--- src/design/pps_consts.svh ---
`ifndef PPS_CONSTS_SVH
`define PPS_CONSTS_SVH

`define PPS_ADDR_W 12
`define PPS_NPIN 32
`define PPS_PSEL_W 5
`define PPS_VCNT_W 16

`define PPS_ACC_BASE 12'h000
`define PPS_ACC_MASK 12'hFC0
`define PPS_OFF_PINMASK 12'h040
`define PPS_OFF_VCOUNT 12'h044
`define PPS_OFF_DRV 12'h100
`define PPS_OFF_DRV_SET 12'h104
`define PPS_OFF_DRV_CLR 12'h108
`define PPS_OFF_IN 12'h10C
`define PPS_OFF_HEAD 12'h110
`define PPS_OFF_HEAD_SET 12'h114
`define PPS_OFF_HEAD_CLR 12'h118
`define PPS_OFF_LATCH 12'h11C
`define PPS_OFF_SENSE_SRC 12'h120
`define PPS_OFF_SSENSE_SRC 12'h124
`define PPS_CFG_BASE 12'h200
`define PPS_CFG_MASK 12'hF80

`define PPS_ACC_SEC_BIT 0
`define PPS_ACC_DMA_BIT 1
`define PPS_ACC_KIND_LSB 2
`define PPS_ACC_INDEP_BIT 4

`define PPS_ID_LSB 12
`define PPS_NS_NIBBLE 4'h4
`define PPS_S_NIBBLE 4'h5
`define PPS_PROT_NS_BIT 1
`define PPS_RESP_OKAY 2'b00
`define PPS_RESP_SLVERR 2'b10
`define PPS_DMA_SECURE 1'b1
`define PPS_SRC_LATCHED 1'b1

`endif

--- src/design/pps_pkg.sv ---
package pps_pkg;
  typedef enum logic [1:0] {
    pps_ns_fixed,
    pps_sec_fixed,
    pps_user_sel,
    pps_split
  } pps_map_kind_type;
endpackage

--- src/design/pps_pin_gate.sv ---
`timescale 1ns/1ps
`include "pps_consts.svh"
module pps_pin_gate #(
  parameter int NPERIPH = 8,
  parameter int NDOM = 2
) (
  input wire logic ref_clk_i,
  input wire logic rstn_i,
  input wire logic [`PPS_NPIN-1:0] pin_security_mask_i,
  input wire logic [NPERIPH-1:0] periph_secure_i,
  input wire logic [NPERIPH*`PPS_PSEL_W-1:0] psel_pin_i,
  input wire logic [NPERIPH-1:0] psel_conn_i,
  input wire logic [`PPS_NPIN-1:0] pin_in_i,
  input wire logic [NDOM-1:0] dom_secure_i,
  input wire logic [`PPS_NPIN-1:0] pin_detect_i,
  input wire logic [`PPS_NPIN-1:0] latch_i,
  input wire logic sense_source_select_i,
  input wire logic secure_sense_source_select_i,
  output logic [NPERIPH-1:0] psel_conn_o,
  output logic [NPERIPH-1:0] psel_value_o,
  output logic [NDOM*`PPS_NPIN-1:0] dom_pin_allow_o,
  output logic secure_sense_line_o,
  output logic nonsecure_sense_line_o
);
  logic [NPERIPH-1:0] conn_d;
  logic [NPERIPH-1:0] val_d;
  logic [NDOM*`PPS_NPIN-1:0] allow_d;
  wire [`PPS_NPIN-1:0] ssrc = (secure_sense_source_select_i == `PPS_SRC_LATCHED) ? latch_i :
                              pin_detect_i;
  wire [`PPS_NPIN-1:0] nsrc = (sense_source_select_i == `PPS_SRC_LATCHED) ? latch_i :
                              pin_detect_i;
  wire sec_line_d = |(ssrc & pin_security_mask_i);
  wire nsec_line_d = |(nsrc & ~pin_security_mask_i);

  for (genvar p = 0; p < NPERIPH; p++) begin : g_periph
    wire [`PPS_PSEL_W-1:0] sel = psel_pin_i[p*`PPS_PSEL_W +: `PPS_PSEL_W];
    wire ok = periph_secure_i[p] | ~pin_security_mask_i[sel];
    assign conn_d[p] = psel_conn_i[p] & ok;
    assign val_d[p] = psel_conn_i[p] & ok & pin_in_i[sel];

  end

  for (genvar d = 0; d < NDOM; d++) begin : g_dom
    // Secure domains see every pin, non-secure ones only the open pins.
    assign allow_d[d*`PPS_NPIN +: `PPS_NPIN] = dom_secure_i[d] ? '1 : ~pin_security_mask_i;
  end

  always_ff @(posedge ref_clk_i) begin
    if (!rstn_i) begin
      psel_conn_o <= '0;
      psel_value_o <= '0;
      dom_pin_allow_o <= '0;
      secure_sense_line_o <= 1'b0;
      nonsecure_sense_line_o <= 1'b0;
    end else begin
      psel_conn_o <= conn_d;
      psel_value_o <= val_d;
      dom_pin_allow_o <= allow_d;
      secure_sense_line_o <= sec_line_d;
      nonsecure_sense_line_o <= nsec_line_d;
    end
  end
endmodule

--- src/design/pps_filter.sv ---
// Added by the designer: the address map and the AXI4-Lite slave port.
`timescale 1ns/1ps
`include "pps_consts.svh"
module pps_filter
  import pps_pkg::*;
#(
  parameter int NPERIPH = 8,
  parameter int ID_W = 3,
  parameter int NDOM = 2,
  parameter int CFG_W = 8,
  parameter logic [2*NPERIPH-1:0] PERIPH_KIND = 16'hE4E4,
  parameter logic [NPERIPH-1:0] PERIPH_INDEP_DMA = 8'h44
) (
  input wire logic ref_clk_i,
  input wire logic rstn_i,
  input wire logic [`PPS_ADDR_W-1:0] s_axi_awaddr_i,
  input wire logic [2:0] s_axi_awprot_i,
  input wire logic s_axi_awvalid_i,
  output logic s_axi_awready_o,
  input wire logic [31:0] s_axi_wdata_i,
  input wire logic [3:0] s_axi_wstrb_i,
  input wire logic s_axi_wvalid_i,
  output logic s_axi_wready_o,
  output logic [1:0] s_axi_bresp_o,
  output logic s_axi_bvalid_o,
  input wire logic s_axi_bready_i,
  input wire logic [`PPS_ADDR_W-1:0] s_axi_araddr_i,
  input wire logic [2:0] s_axi_arprot_i,
  input wire logic s_axi_arvalid_i,
  output logic s_axi_arready_o,
  output logic [31:0] s_axi_rdata_o,
  output logic [1:0] s_axi_rresp_o,
  output logic s_axi_rvalid_o,
  input wire logic s_axi_rready_i,
  input wire logic xfer_valid_i,
  input wire logic [31:0] xfer_addr_i,
  input wire logic xfer_nonsec_i,
  input wire logic xfer_secure_reg_i,
  input wire logic xfer_cpu_i,
  input wire logic xfer_err_cap_i,
  output logic xfer_pass_o,
  output logic [ID_W-1:0] xfer_id_o,
  output pps_pkg::pps_map_kind_type xfer_kind_o,
  output logic xfer_raz_o,
  output logic xfer_bus_err_o,
  output logic security_fault_exception_o,
  output logic peripheral_violation_event_o,
  output logic [NPERIPH-1:0] periph_secure_o,
  output logic [NPERIPH-1:0] periph_dma_secure_o,
  input wire logic [NPERIPH*`PPS_PSEL_W-1:0] psel_pin_i,
  input wire logic [NPERIPH-1:0] psel_conn_i,
  output logic [NPERIPH-1:0] psel_conn_o,
  output logic [NPERIPH-1:0] psel_value_o,
  input wire logic [NDOM-1:0] dom_secure_i,
  output logic [NDOM*`PPS_NPIN-1:0] dom_pin_allow_o,
  input wire logic [`PPS_NPIN-1:0] pin_in_i,
  input wire logic [`PPS_NPIN-1:0] pin_detect_i,
  output logic [`PPS_NPIN-1:0] gpio_out_o,
  output logic [`PPS_NPIN-1:0] gpio_dir_o,
  output logic [`PPS_NPIN*CFG_W-1:0] pad_cfg_o,
  output logic secure_sense_line_o,
  output logic nonsecure_sense_line_o
);

  localparam logic [`PPS_NPIN-1:0] ALL_PINS = '1;

  logic [NPERIPH-1:0] sec_q, sec_d, dma_q, dma_d;
  logic [31:0] acc_rd [NPERIPH];
  logic [`PPS_NPIN-1:0] pin_mask_q, pin_mask_d, out_q, out_d, dir_q, dir_d, latch_q, latch_d;
  logic [CFG_W-1:0] cfg_q [`PPS_NPIN];
  logic nsel_q, nsel_d, ssel_q, ssel_d;
  logic bvalid_q, rvalid_q;
  logic [1:0] bresp_q, rresp_q;
  logic [31:0] rdata_q;
  logic [`PPS_VCNT_W-1:0] vcnt_q;
  logic pass_q, raz_q, err_q, fault_q, event_q;
  logic [ID_W-1:0] id_q;
  pps_map_kind_type kind_q;

  // Write side: address and data are taken together, one write in flight.
  wire wr_go = s_axi_awvalid_i & s_axi_wvalid_i & ~bvalid_q;
  wire ns_w = s_axi_awprot_i[`PPS_PROT_NS_BIT];
  wire [`PPS_ADDR_W-1:0] wa = {s_axi_awaddr_i[`PPS_ADDR_W-1:2], 2'b00};
  wire [31:0] strb_m = {{8{s_axi_wstrb_i[3]}}, {8{s_axi_wstrb_i[2]}},
                        {8{s_axi_wstrb_i[1]}}, {8{s_axi_wstrb_i[0]}}};
  wire [31:0] wm = strb_m & (ns_w ? ~pin_mask_q : ALL_PINS);
  wire [31:0] wbits = s_axi_wdata_i & wm;
  wire w_acc = ((wa & `PPS_ACC_MASK) == `PPS_ACC_BASE) && (32'(wa[5:2]) < NPERIPH);
  wire w_cfg = (wa & `PPS_CFG_MASK) == `PPS_CFG_BASE;
  wire [4:0] w_pin = wa[6:2];
  wire w_hit = w_acc | w_cfg | (wa == `PPS_OFF_PINMASK) | (wa == `PPS_OFF_VCOUNT) |
               ((wa >= `PPS_OFF_DRV) && (wa <= `PPS_OFF_SSENSE_SRC));
  wire wr_drv = wr_go & (wa == `PPS_OFF_DRV);
  wire wr_drv_set = wr_go & (wa == `PPS_OFF_DRV_SET);
  wire wr_drv_clr = wr_go & (wa == `PPS_OFF_DRV_CLR);
  wire wr_head = wr_go & (wa == `PPS_OFF_HEAD);
  wire wr_head_set = wr_go & (wa == `PPS_OFF_HEAD_SET);
  wire wr_head_clr = wr_go & (wa == `PPS_OFF_HEAD_CLR);
  wire wr_latch = wr_go & (wa == `PPS_OFF_LATCH);

  assign out_d = wr_drv ? ((out_q & ~wm) | wbits) : wr_drv_set ? (out_q | wbits) :
                 wr_drv_clr ? (out_q & ~wbits) : out_q;
  assign dir_d = wr_head ? ((dir_q & ~wm) | wbits) : wr_head_set ? (dir_q | wbits) :
                 wr_head_clr ? (dir_q & ~wbits) : dir_q;
  // A detect in the same cycle as a clearing write keeps the latch set.
  assign latch_d = (latch_q & ~(wr_latch ? wbits : '0)) | pin_detect_i;
  assign pin_mask_d = (wr_go & ~ns_w & (wa == `PPS_OFF_PINMASK)) ?
                      ((pin_mask_q & ~strb_m) | (s_axi_wdata_i & strb_m)) : pin_mask_q;
  assign nsel_d = (wr_go & (wa == `PPS_OFF_SENSE_SRC) & s_axi_wstrb_i[0]) ?
                  s_axi_wdata_i[0] : nsel_q;
  assign ssel_d = (wr_go & ~ns_w & (wa == `PPS_OFF_SSENSE_SRC) & s_axi_wstrb_i[0]) ?
                  s_axi_wdata_i[0] : ssel_q;

  for (genvar p = 0; p < NPERIPH; p++) begin : g_acc
    localparam pps_map_kind_type KIND = pps_map_kind_type'(PERIPH_KIND[2*p +: 2]);
    localparam logic CONFIGURABLE = (KIND == pps_user_sel) || (KIND == pps_split);
    localparam logic SEC_RST = (KIND != pps_ns_fixed);
    localparam logic INDEP = PERIPH_INDEP_DMA[p];
    wire hit = wr_go & ~ns_w & w_acc & (wa[5:2] == 4'(p)) & s_axi_wstrb_i[0];
    assign sec_d[p] = (hit & CONFIGURABLE) ? s_axi_wdata_i[`PPS_ACC_SEC_BIT] : sec_q[p];
    assign dma_d[p] = (hit & INDEP & sec_d[p]) ? s_axi_wdata_i[`PPS_ACC_DMA_BIT] : dma_q[p];
    assign periph_dma_secure_o[p] = (INDEP & sec_q[p]) ? dma_q[p] : sec_q[p];
    assign acc_rd[p] = {27'h0, INDEP, KIND, dma_q[p], sec_q[p]};
    always_ff @(posedge ref_clk_i) begin
      if (!rstn_i) begin
        sec_q[p] <= SEC_RST;
        dma_q[p] <= `PPS_DMA_SECURE;
      end else begin
        sec_q[p] <= sec_d[p];
        dma_q[p] <= dma_d[p];
      end
    end
  end
  assign periph_secure_o = sec_q;

  for (genvar i = 0; i < `PPS_NPIN; i++) begin : g_cfg
    wire hit = wr_go & w_cfg & (w_pin == 5'(i)) & ~(ns_w & pin_mask_q[i]);
    always_ff @(posedge ref_clk_i) begin
      if (!rstn_i) begin
        cfg_q[i] <= '0;
      end else if (hit) begin
        cfg_q[i] <= (cfg_q[i] & ~strb_m[CFG_W-1:0]) | (s_axi_wdata_i[CFG_W-1:0] & strb_m[CFG_W-1:0]);
      end
    end
    assign pad_cfg_o[i*CFG_W +: CFG_W] = cfg_q[i];
  end

  // Read side: non-secure reads see zero in every secure pin position.
  wire rd_go = s_axi_arvalid_i & ~rvalid_q;
  wire ns_r = s_axi_arprot_i[`PPS_PROT_NS_BIT];
  wire [`PPS_ADDR_W-1:0] ra = {s_axi_araddr_i[`PPS_ADDR_W-1:2], 2'b00};
  wire [31:0] rm = ns_r ? ~pin_mask_q : ALL_PINS;
  wire r_acc = ((ra & `PPS_ACC_MASK) == `PPS_ACC_BASE) && (32'(ra[5:2]) < NPERIPH);
  wire r_cfg = (ra & `PPS_CFG_MASK) == `PPS_CFG_BASE;
  wire [4:0] r_pin = ra[6:2];
  wire r_drv = (ra == `PPS_OFF_DRV) | (ra == `PPS_OFF_DRV_SET) | (ra == `PPS_OFF_DRV_CLR);
  wire r_head = (ra == `PPS_OFF_HEAD) | (ra == `PPS_OFF_HEAD_SET) | (ra == `PPS_OFF_HEAD_CLR);
  wire r_hit = r_acc | r_cfg | (ra == `PPS_OFF_PINMASK) | (ra == `PPS_OFF_VCOUNT) |
               ((ra >= `PPS_OFF_DRV) && (ra <= `PPS_OFF_SSENSE_SRC));
  wire [31:0] cfg_rd = (ns_r & pin_mask_q[r_pin]) ? '0 : 32'(cfg_q[r_pin]);
  wire [31:0] rd_val =
    r_acc ? (ns_r ? '0 : acc_rd[ra[2 +: ID_W]]) :
    (ra == `PPS_OFF_PINMASK) ? (ns_r ? '0 : pin_mask_q) :
    (ra == `PPS_OFF_VCOUNT) ? 32'(vcnt_q) :
    r_drv ? (out_q & rm) :
    (ra == `PPS_OFF_IN) ? (pin_in_i & rm) :
    r_head ? (dir_q & rm) :
    (ra == `PPS_OFF_LATCH) ? (latch_q & rm) :
    (ra == `PPS_OFF_SENSE_SRC) ? {31'h0, nsel_q} :
    (ra == `PPS_OFF_SSENSE_SRC) ? {31'h0, ssel_q & ~ns_r} :
    r_cfg ? cfg_rd : '0;

  assign s_axi_awready_o = wr_go;
  assign s_axi_wready_o = wr_go;
  assign s_axi_arready_o = ~rvalid_q;
  assign s_axi_bvalid_o = bvalid_q;
  assign s_axi_bresp_o = bresp_q;
  assign s_axi_rvalid_o = rvalid_q;
  assign s_axi_rresp_o = rresp_q;
  assign s_axi_rdata_o = rdata_q;

  always_ff @(posedge ref_clk_i) begin
    if (!rstn_i) begin
      bvalid_q <= 1'b0;
      bresp_q <= `PPS_RESP_OKAY;
    end else if (wr_go) begin
      bvalid_q <= 1'b1;
      bresp_q <= w_hit ? `PPS_RESP_OKAY : `PPS_RESP_SLVERR;
    end else if (s_axi_bready_i) begin
      bvalid_q <= 1'b0;
    end
  end

  always_ff @(posedge ref_clk_i) begin
    if (!rstn_i) begin
      rvalid_q <= 1'b0;
      rresp_q <= `PPS_RESP_OKAY;
      rdata_q <= '0;
    end else if (rd_go) begin
      rvalid_q <= 1'b1;
      rresp_q <= r_hit ? `PPS_RESP_OKAY : `PPS_RESP_SLVERR;
      rdata_q <= rd_val;
    end else if (s_axi_rready_i) begin
      rvalid_q <= 1'b0;
    end
  end

  always_ff @(posedge ref_clk_i) begin
    if (!rstn_i) begin
      pin_mask_q <= '0;
      out_q <= '0;
      dir_q <= '0;
      latch_q <= '0;
      nsel_q <= 1'b0;
      ssel_q <= 1'b0;
    end else begin
      pin_mask_q <= pin_mask_d;
      out_q <= out_d;
      dir_q <= dir_d;
      latch_q <= latch_d;
      nsel_q <= nsel_d;
      ssel_q <= ssel_d;
    end
  end
  assign gpio_out_o = out_q;
  assign gpio_dir_o = dir_q;

  // Transfer filter: alias decode by top nibble, then attribute checks.
  wire [3:0] nib = xfer_addr_i[31:28];
  wire in4 = nib == `PPS_NS_NIBBLE;
  wire in5 = nib == `PPS_S_NIBBLE;
  wire [ID_W-1:0] xid = xfer_addr_i[`PPS_ID_LSB +: ID_W];
  pps_map_kind_type xkind;
  assign xkind = pps_map_kind_type'(PERIPH_KIND[{xid, 1'b0} +: 2]);
  wire xsec = sec_q[xid];
  wire sec_viol = in5 & xfer_nonsec_i;
  wire mapped = (xkind == pps_ns_fixed) ? in4 :
                (xkind == pps_sec_fixed) ? in5 :
                (xkind == pps_user_sel) ? (xsec ? in5 : in4) :
                (xsec ? in5 : (in4 | in5));
  wire viol = xfer_valid_i & (sec_viol | ~mapped);
  // Secure registers of a non-secure split peripheral are hidden behind the open alias for every requester.
  wire split_raz = xfer_valid_i & ~viol & (xkind == pps_split) & ~xsec & in4 &
                   xfer_secure_reg_i;

  always_ff @(posedge ref_clk_i) begin
    if (!rstn_i) begin
      pass_q <= 1'b0;
      raz_q <= 1'b0;
      err_q <= 1'b0;
      fault_q <= 1'b0;
      event_q <= 1'b0;
      id_q <= '0;
      kind_q <= pps_ns_fixed;
      vcnt_q <= '0;
    end else begin
      pass_q <= xfer_valid_i & ~viol & ~split_raz;
      raz_q <= viol | split_raz;
      err_q <= viol & xfer_err_cap_i;
      fault_q <= xfer_valid_i & sec_viol & xfer_cpu_i;
      event_q <= viol;
      id_q <= xid;
      kind_q <= xkind;
      vcnt_q <= vcnt_q + `PPS_VCNT_W'(viol);
    end
  end
  assign xfer_pass_o = pass_q;
  assign xfer_raz_o = raz_q;
  assign xfer_bus_err_o = err_q;
  assign security_fault_exception_o = fault_q;
  assign peripheral_violation_event_o = event_q;
  assign xfer_id_o = id_q;
  assign xfer_kind_o = kind_q;

  pps_pin_gate #(
    .NPERIPH(NPERIPH),
    .NDOM(NDOM)
  ) u_pin_gate (
    .ref_clk_i(ref_clk_i),
    .rstn_i(rstn_i),
    .pin_security_mask_i(pin_mask_q),
    .periph_secure_i(sec_q),
    .psel_pin_i(psel_pin_i),
    .psel_conn_i(psel_conn_i),
    .pin_in_i(pin_in_i),
    .dom_secure_i(dom_secure_i),
    .pin_detect_i(pin_detect_i),
    .latch_i(latch_q),
    .sense_source_select_i(nsel_q),
    .secure_sense_source_select_i(ssel_q),
    .psel_conn_o(psel_conn_o),
    .psel_value_o(psel_value_o),
    .dom_pin_allow_o(dom_pin_allow_o),
    .secure_sense_line_o(secure_sense_line_o),
    .nonsecure_sense_line_o(nonsecure_sense_line_o)
  );

  logic [NPERIPH-1:0] sec_rst_vec;
  localparam logic [NPERIPH-1:0] ALL_PERIPH = '1;
  for (genvar p = 0; p < NPERIPH; p++) begin : g_rst_vec
    assign sec_rst_vec[p] = (PERIPH_KIND[2*p +: 2] != 2'(pps_ns_fixed));
  end
endmodule

--- config.mk ---
export PLATFORM = sky130hd
export DESIGN_NAME = pps_filter
export DESIGN_NICKNAME = d
export VERILOG_FILES = /design/src/design/pps_pkg.sv /design/src/design/pps_pin_gate.sv /design/src/design/pps_filter.sv
export VERILOG_INCLUDE_DIRS = /design/src /design/src/design
export SDC_FILE = /design/constraint.sdc
export NUM_CORES = 1
export LEC_CHECK = 0
export ABC_AREA = 1
export ABC_CLOCK_PERIOD_IN_PS = 3200
export CORE_AREA = 4 4 265 267
export DETAILED_ROUTE_END_ITERATION = 12
export DIE_AREA = 0 0 269 271
export DONT_BUFFER_PORTS = 1
export PLACE_DENSITY_LB_ADDON = 0.05
export RECOVER_POWER = 25
export SETUP_SLACK_MARGIN = 0.4
export SYNTH_ARGS = -nofsm -noshare
export SYNTH_HDL_FRONTEND = slang
export SYNTH_SLANG_ARGS = --single-unit
--- constraint.sdc ---
create_clock -name ref_clk_i -period 3.2 [get_ports ref_clk_i]
set_clock_uncertainty 0.05 [all_clocks]
set_input_delay 0.96 -clock ref_clk_i [delete_from_list [all_inputs] [get_ports ref_clk_i]]
set_output_delay 0.96 -clock ref_clk_i [all_outputs]
set_load 0.02 [all_outputs]
==> metrics.md <==
| Metric | Value |
|---|---|
| Pre-CTS WS | -0.332 ns |
| Critical Path, Cell by Cell | clkinvlp_4, clkbuf_4, a211oi_1 |
| Main combinational cell family by area after synthesis | compound AO/OA/AOI/OAI gates |
| Sequential share of power | between 40% and 50% |
| Clock Sink Count | 534 |
| Fin. Hold Viols | 0 |
| Die height | approximately 270 um |
| Dpl cell area | between 30000 and 40000 sq um |
| Gr usage total | between 40% and 50% |
| Max-cap viol count | 0 |
| Mapped Cells | roughly 4.2k |
| Max frequency | ~320 MHz |
| Routed wire length | 162 mm |
| Number of DRC markers in iteration 0 | 5031 |
| Seq/Total Area, Yosys | between 40% and 50% |
| Setup crit start kind | input port |
| DR vias/cell | 6.55 |
| Total die area | between 70000 and 80000 sq um |
| Comb power frac | approximately a tenth |
| WP data arrival | 3.63 ns |
| Final nets | 4384 |
| Vias in the first global route | between 20k and 30k |
| Core Region | approximately 68000 sq um |
| Largest net degree at the start of global routing | between 150 and 200 |
| Cts hold-fix bufs | 0 |
| Design Area, Final | around 35000 sq um |
| Initial antenna violation count | 16 |
| Synth Area in Simple Gates | about a fifth |
| Reg clk slew, reported paths | about 0.06 ns |
| Layout overhead on the synthesized area | 11.7% |
| Initial Util | between 40% and 50% |
| Commonest cells post-synth | 691 x a21oi_1, 603 x nor2_1, 559 x nand2_1, 423 x o21ai_0, 337 x inv_1 |
| Root Buffer | clkbuf_16 |
| Reg-to-Reg Start | periph_dma_secure_o[7]$_SDFFE_PN1P_ |
| Number of synthesized flops with an enable pin | about 260 |
| Std cell rows | between 90 and 100 |
| Yosys top cell area share | around a quarter |
| Clk_lat worst skew | about 0.66 ns |
| Total number of vias | 33.4k |
| Hold Path End | xfer_id_o[1]$_SDFF_PN0_ |
| Synth cell types | 57 |
| Maximum VDD drop | approximately 0.00059 V |
| Fin. max-slew vios | 0 |
| RePlAce Congestion | 1.03 |
| Setup TNS | 0 ns |
| Leakage | between 10 and 15 nW |
| Clock power share | approximately 43% |
| IO Pins | between 600 and 700 |
| Ys async rst share | 0% |
| Post-synthesis mux area share | 0% |
| Slowest stage delay, CP | between 1 and 1.5 ns |
| Detailed-route DRC error count | 0 |
| H-tree Lvls | 2 |
| Dpl hpwl | ~120 mm |
| Port buffer count | 0 |
| Hold path start | xfer_addr_i[13] |
| Rel. slew slack | 3.19% |
| Synthesized cell area | 30900 sq um |
| Compound-gate portion of the synthesized area | between 20% and 30% |
| GR Overflow Total | 0 |
| Yosys reg bits | about 530 |
| Crit Path Category | input port to register |
| Net Sw Frac | 27.7% |
| TritonCTS buffer count | 59 |
| Worst r2r path cells | 23 |
| Post-synthesis adder-cell area fraction | 0.0809% |
| Synth Area in XOR/XNOR | 0% |
| CTS tree | done |
| Worst hold stages | 2 |
| YS warnings | 0 |
| R2r setup slk | approximately 0.13 ns |
| Slew @ Worst Pin | roughly 1.5 ns |
| Net Sw Power | about 4.6 mW |
| Post-Place Cells | between 4k and 5k |
| Tmin final | roughly 3.1 ns |
| CP delay by family, top | buffers and inverters |
| Worst reg2reg endpoint | vcnt_q[14]$_SDFF_PN0_ |
| CP endpoint kind | register |
| First-pass GRT wire length | between 200 and 250 mm |
| Design Power | about 17 mW |
| Horiz. Die Dim | around 270 um |
| Status | finished clean |
| Clock buffer depth | 3 |
| Avg Inst Size Synth | 7.31 sq um |
| CP required | between 3 and 4 ns |
| Layout cells sized above 1 | approximately 10% |
| Top-count cell post-synth | a21oi_1 |
| Final Util | approximately half |
| Top post-synthesis cells by area | edfxtp_1 25%, dfxtp_1 18%, a21oi_1 11% |
| CP max stage cell | clkinvlp_4 |
| ANT nets after route | 0 |
| WL per Instance | between 30 and 40 um |
| Setup ws final | between 0.07 and 0.08 ns |
| RSZ-0062 raised after global routing | true |
| Final period util | between 90% and 100% |
| TritonRoute pass-1 iters | 6 |
| Pwr per Cell Area | approximately 480 nW/um^2 |
| Buf/Inv on CP | 2 |
| Largest area contributor in the netlist | edfxtp_1 |
| Power Internal | ~12 mW |
| Non-Filler Instances | roughly 5k |
| Fin Hold WS | about 0.36 ns |
| Critical Path Fanout Max | 103 |
| Final setup violation count | 0 |
| Min-Delay Path Class | input port to register |
| Top FF cell, synth | dfxtp_1 |
-- worst register-to-register path, cell delays in order, from the launching register on --
cell	delay, ns
dfxtp_2	0.35
inv_4	0.04
o211ai_1	0.26
a21oi_2	0.11
o21ai_2	0.13
o311ai_1	0.11
nand2_1	0.13
nand2_2	0.08
inv_2	0.08
ha_4	0.14
ha_4	0.13
nand2_2	0.06
nor2_2	0.14
inv_2	0.06
nor3_4	0.19
nand2_2	0.08
nor3_2	0.19
inv_2	0.08
nor2_4	0.10
nand2_2	0.08
nor2_4	0.13
nand2_1	0.06
nor2_1	0.11
nor3_1	0.06
-- repair_timing --
action                     4_1_cts  5_1_grt
gates resized for setup          5       26
pin swaps                        7       15
hold endpoints to repair         0        0
setup endpoints to repair        4       16
buffers inserted                27        4
-- area by class of cell --
type,count,area (sq um)
multi-input cells,2989,15000
fillers,6886,33500
flip-flops and latches,534,13300
clock inverters,24,317
well taps,882,1100
clock buffers,87,1720
diodes,6,15.0
repair buffers,210,1790
inverters,364,1380
-- placed cells by master, fill, tap and decap left out, drive strengths merged, types with 108 or more instances in the layout --
cell    instances
a211oi        108
inv           350
dfxtp         278
buf           205
o21ai         442
nor2          609
edfxtp        256
nand3         142
a21oi         691
nand2         563
-- power groups by stage --
stage          Sequential [mW]  Clock (mW)  Combinational (mW)
5_1_grt                   7.84        7.55                1.75
4_1_cts                   7.83        7.26                1.57
3_3_place_gp              7.98           0                1.54
2_1_floorplan             7.85           0                1.20
6_report                  7.83        7.24                1.62
3_5_place_dp              7.98           0                1.55
-- cells by family (layout without fill, tap and decap cells) --
logic type	count (synthesis)	count (layout)
adders and majority gates	2	2
buffers and inverters	717	685
other	2	16
DFF	534	534
and+or+nand+nor	1446	1446
AOI/OAI and AO/OA	1531	1531
-- worst max path at each step --
stage                                             start                     to  slack [ns]  cells after the start
detailed placement                      xfer_addr_i[13]  vcnt_q[14]$_SDFF_PN0_       -0.33                     25
global route        periph_dma_secure_o[7]$_SDFFE_PN1P_  vcnt_q[14]$_SDFF_PN0_       -0.07                     23
global placement                        xfer_addr_i[13]  vcnt_q[14]$_SDFF_PN0_       -0.27                     25
floorplan                               xfer_addr_i[13]  vcnt_q[14]$_SDFF_PN0_       -0.04                     25
CTS                 periph_dma_secure_o[7]$_SDFFE_PN1P_  vcnt_q[14]$_SDFF_PN0_        0.35                     23
finish                                           rstn_i               register        0.08                      3
-- metal layers --
metal	up-vias	share of wire [%]	track usage, %
met3	417	15	17.1
met2	2547	42	61.3
met4	8	4.1	13.3
met1	15800	39	57.7
li1	14500	-	-
met5	-	0.032	0
Power figures use the tool's default switching activity.
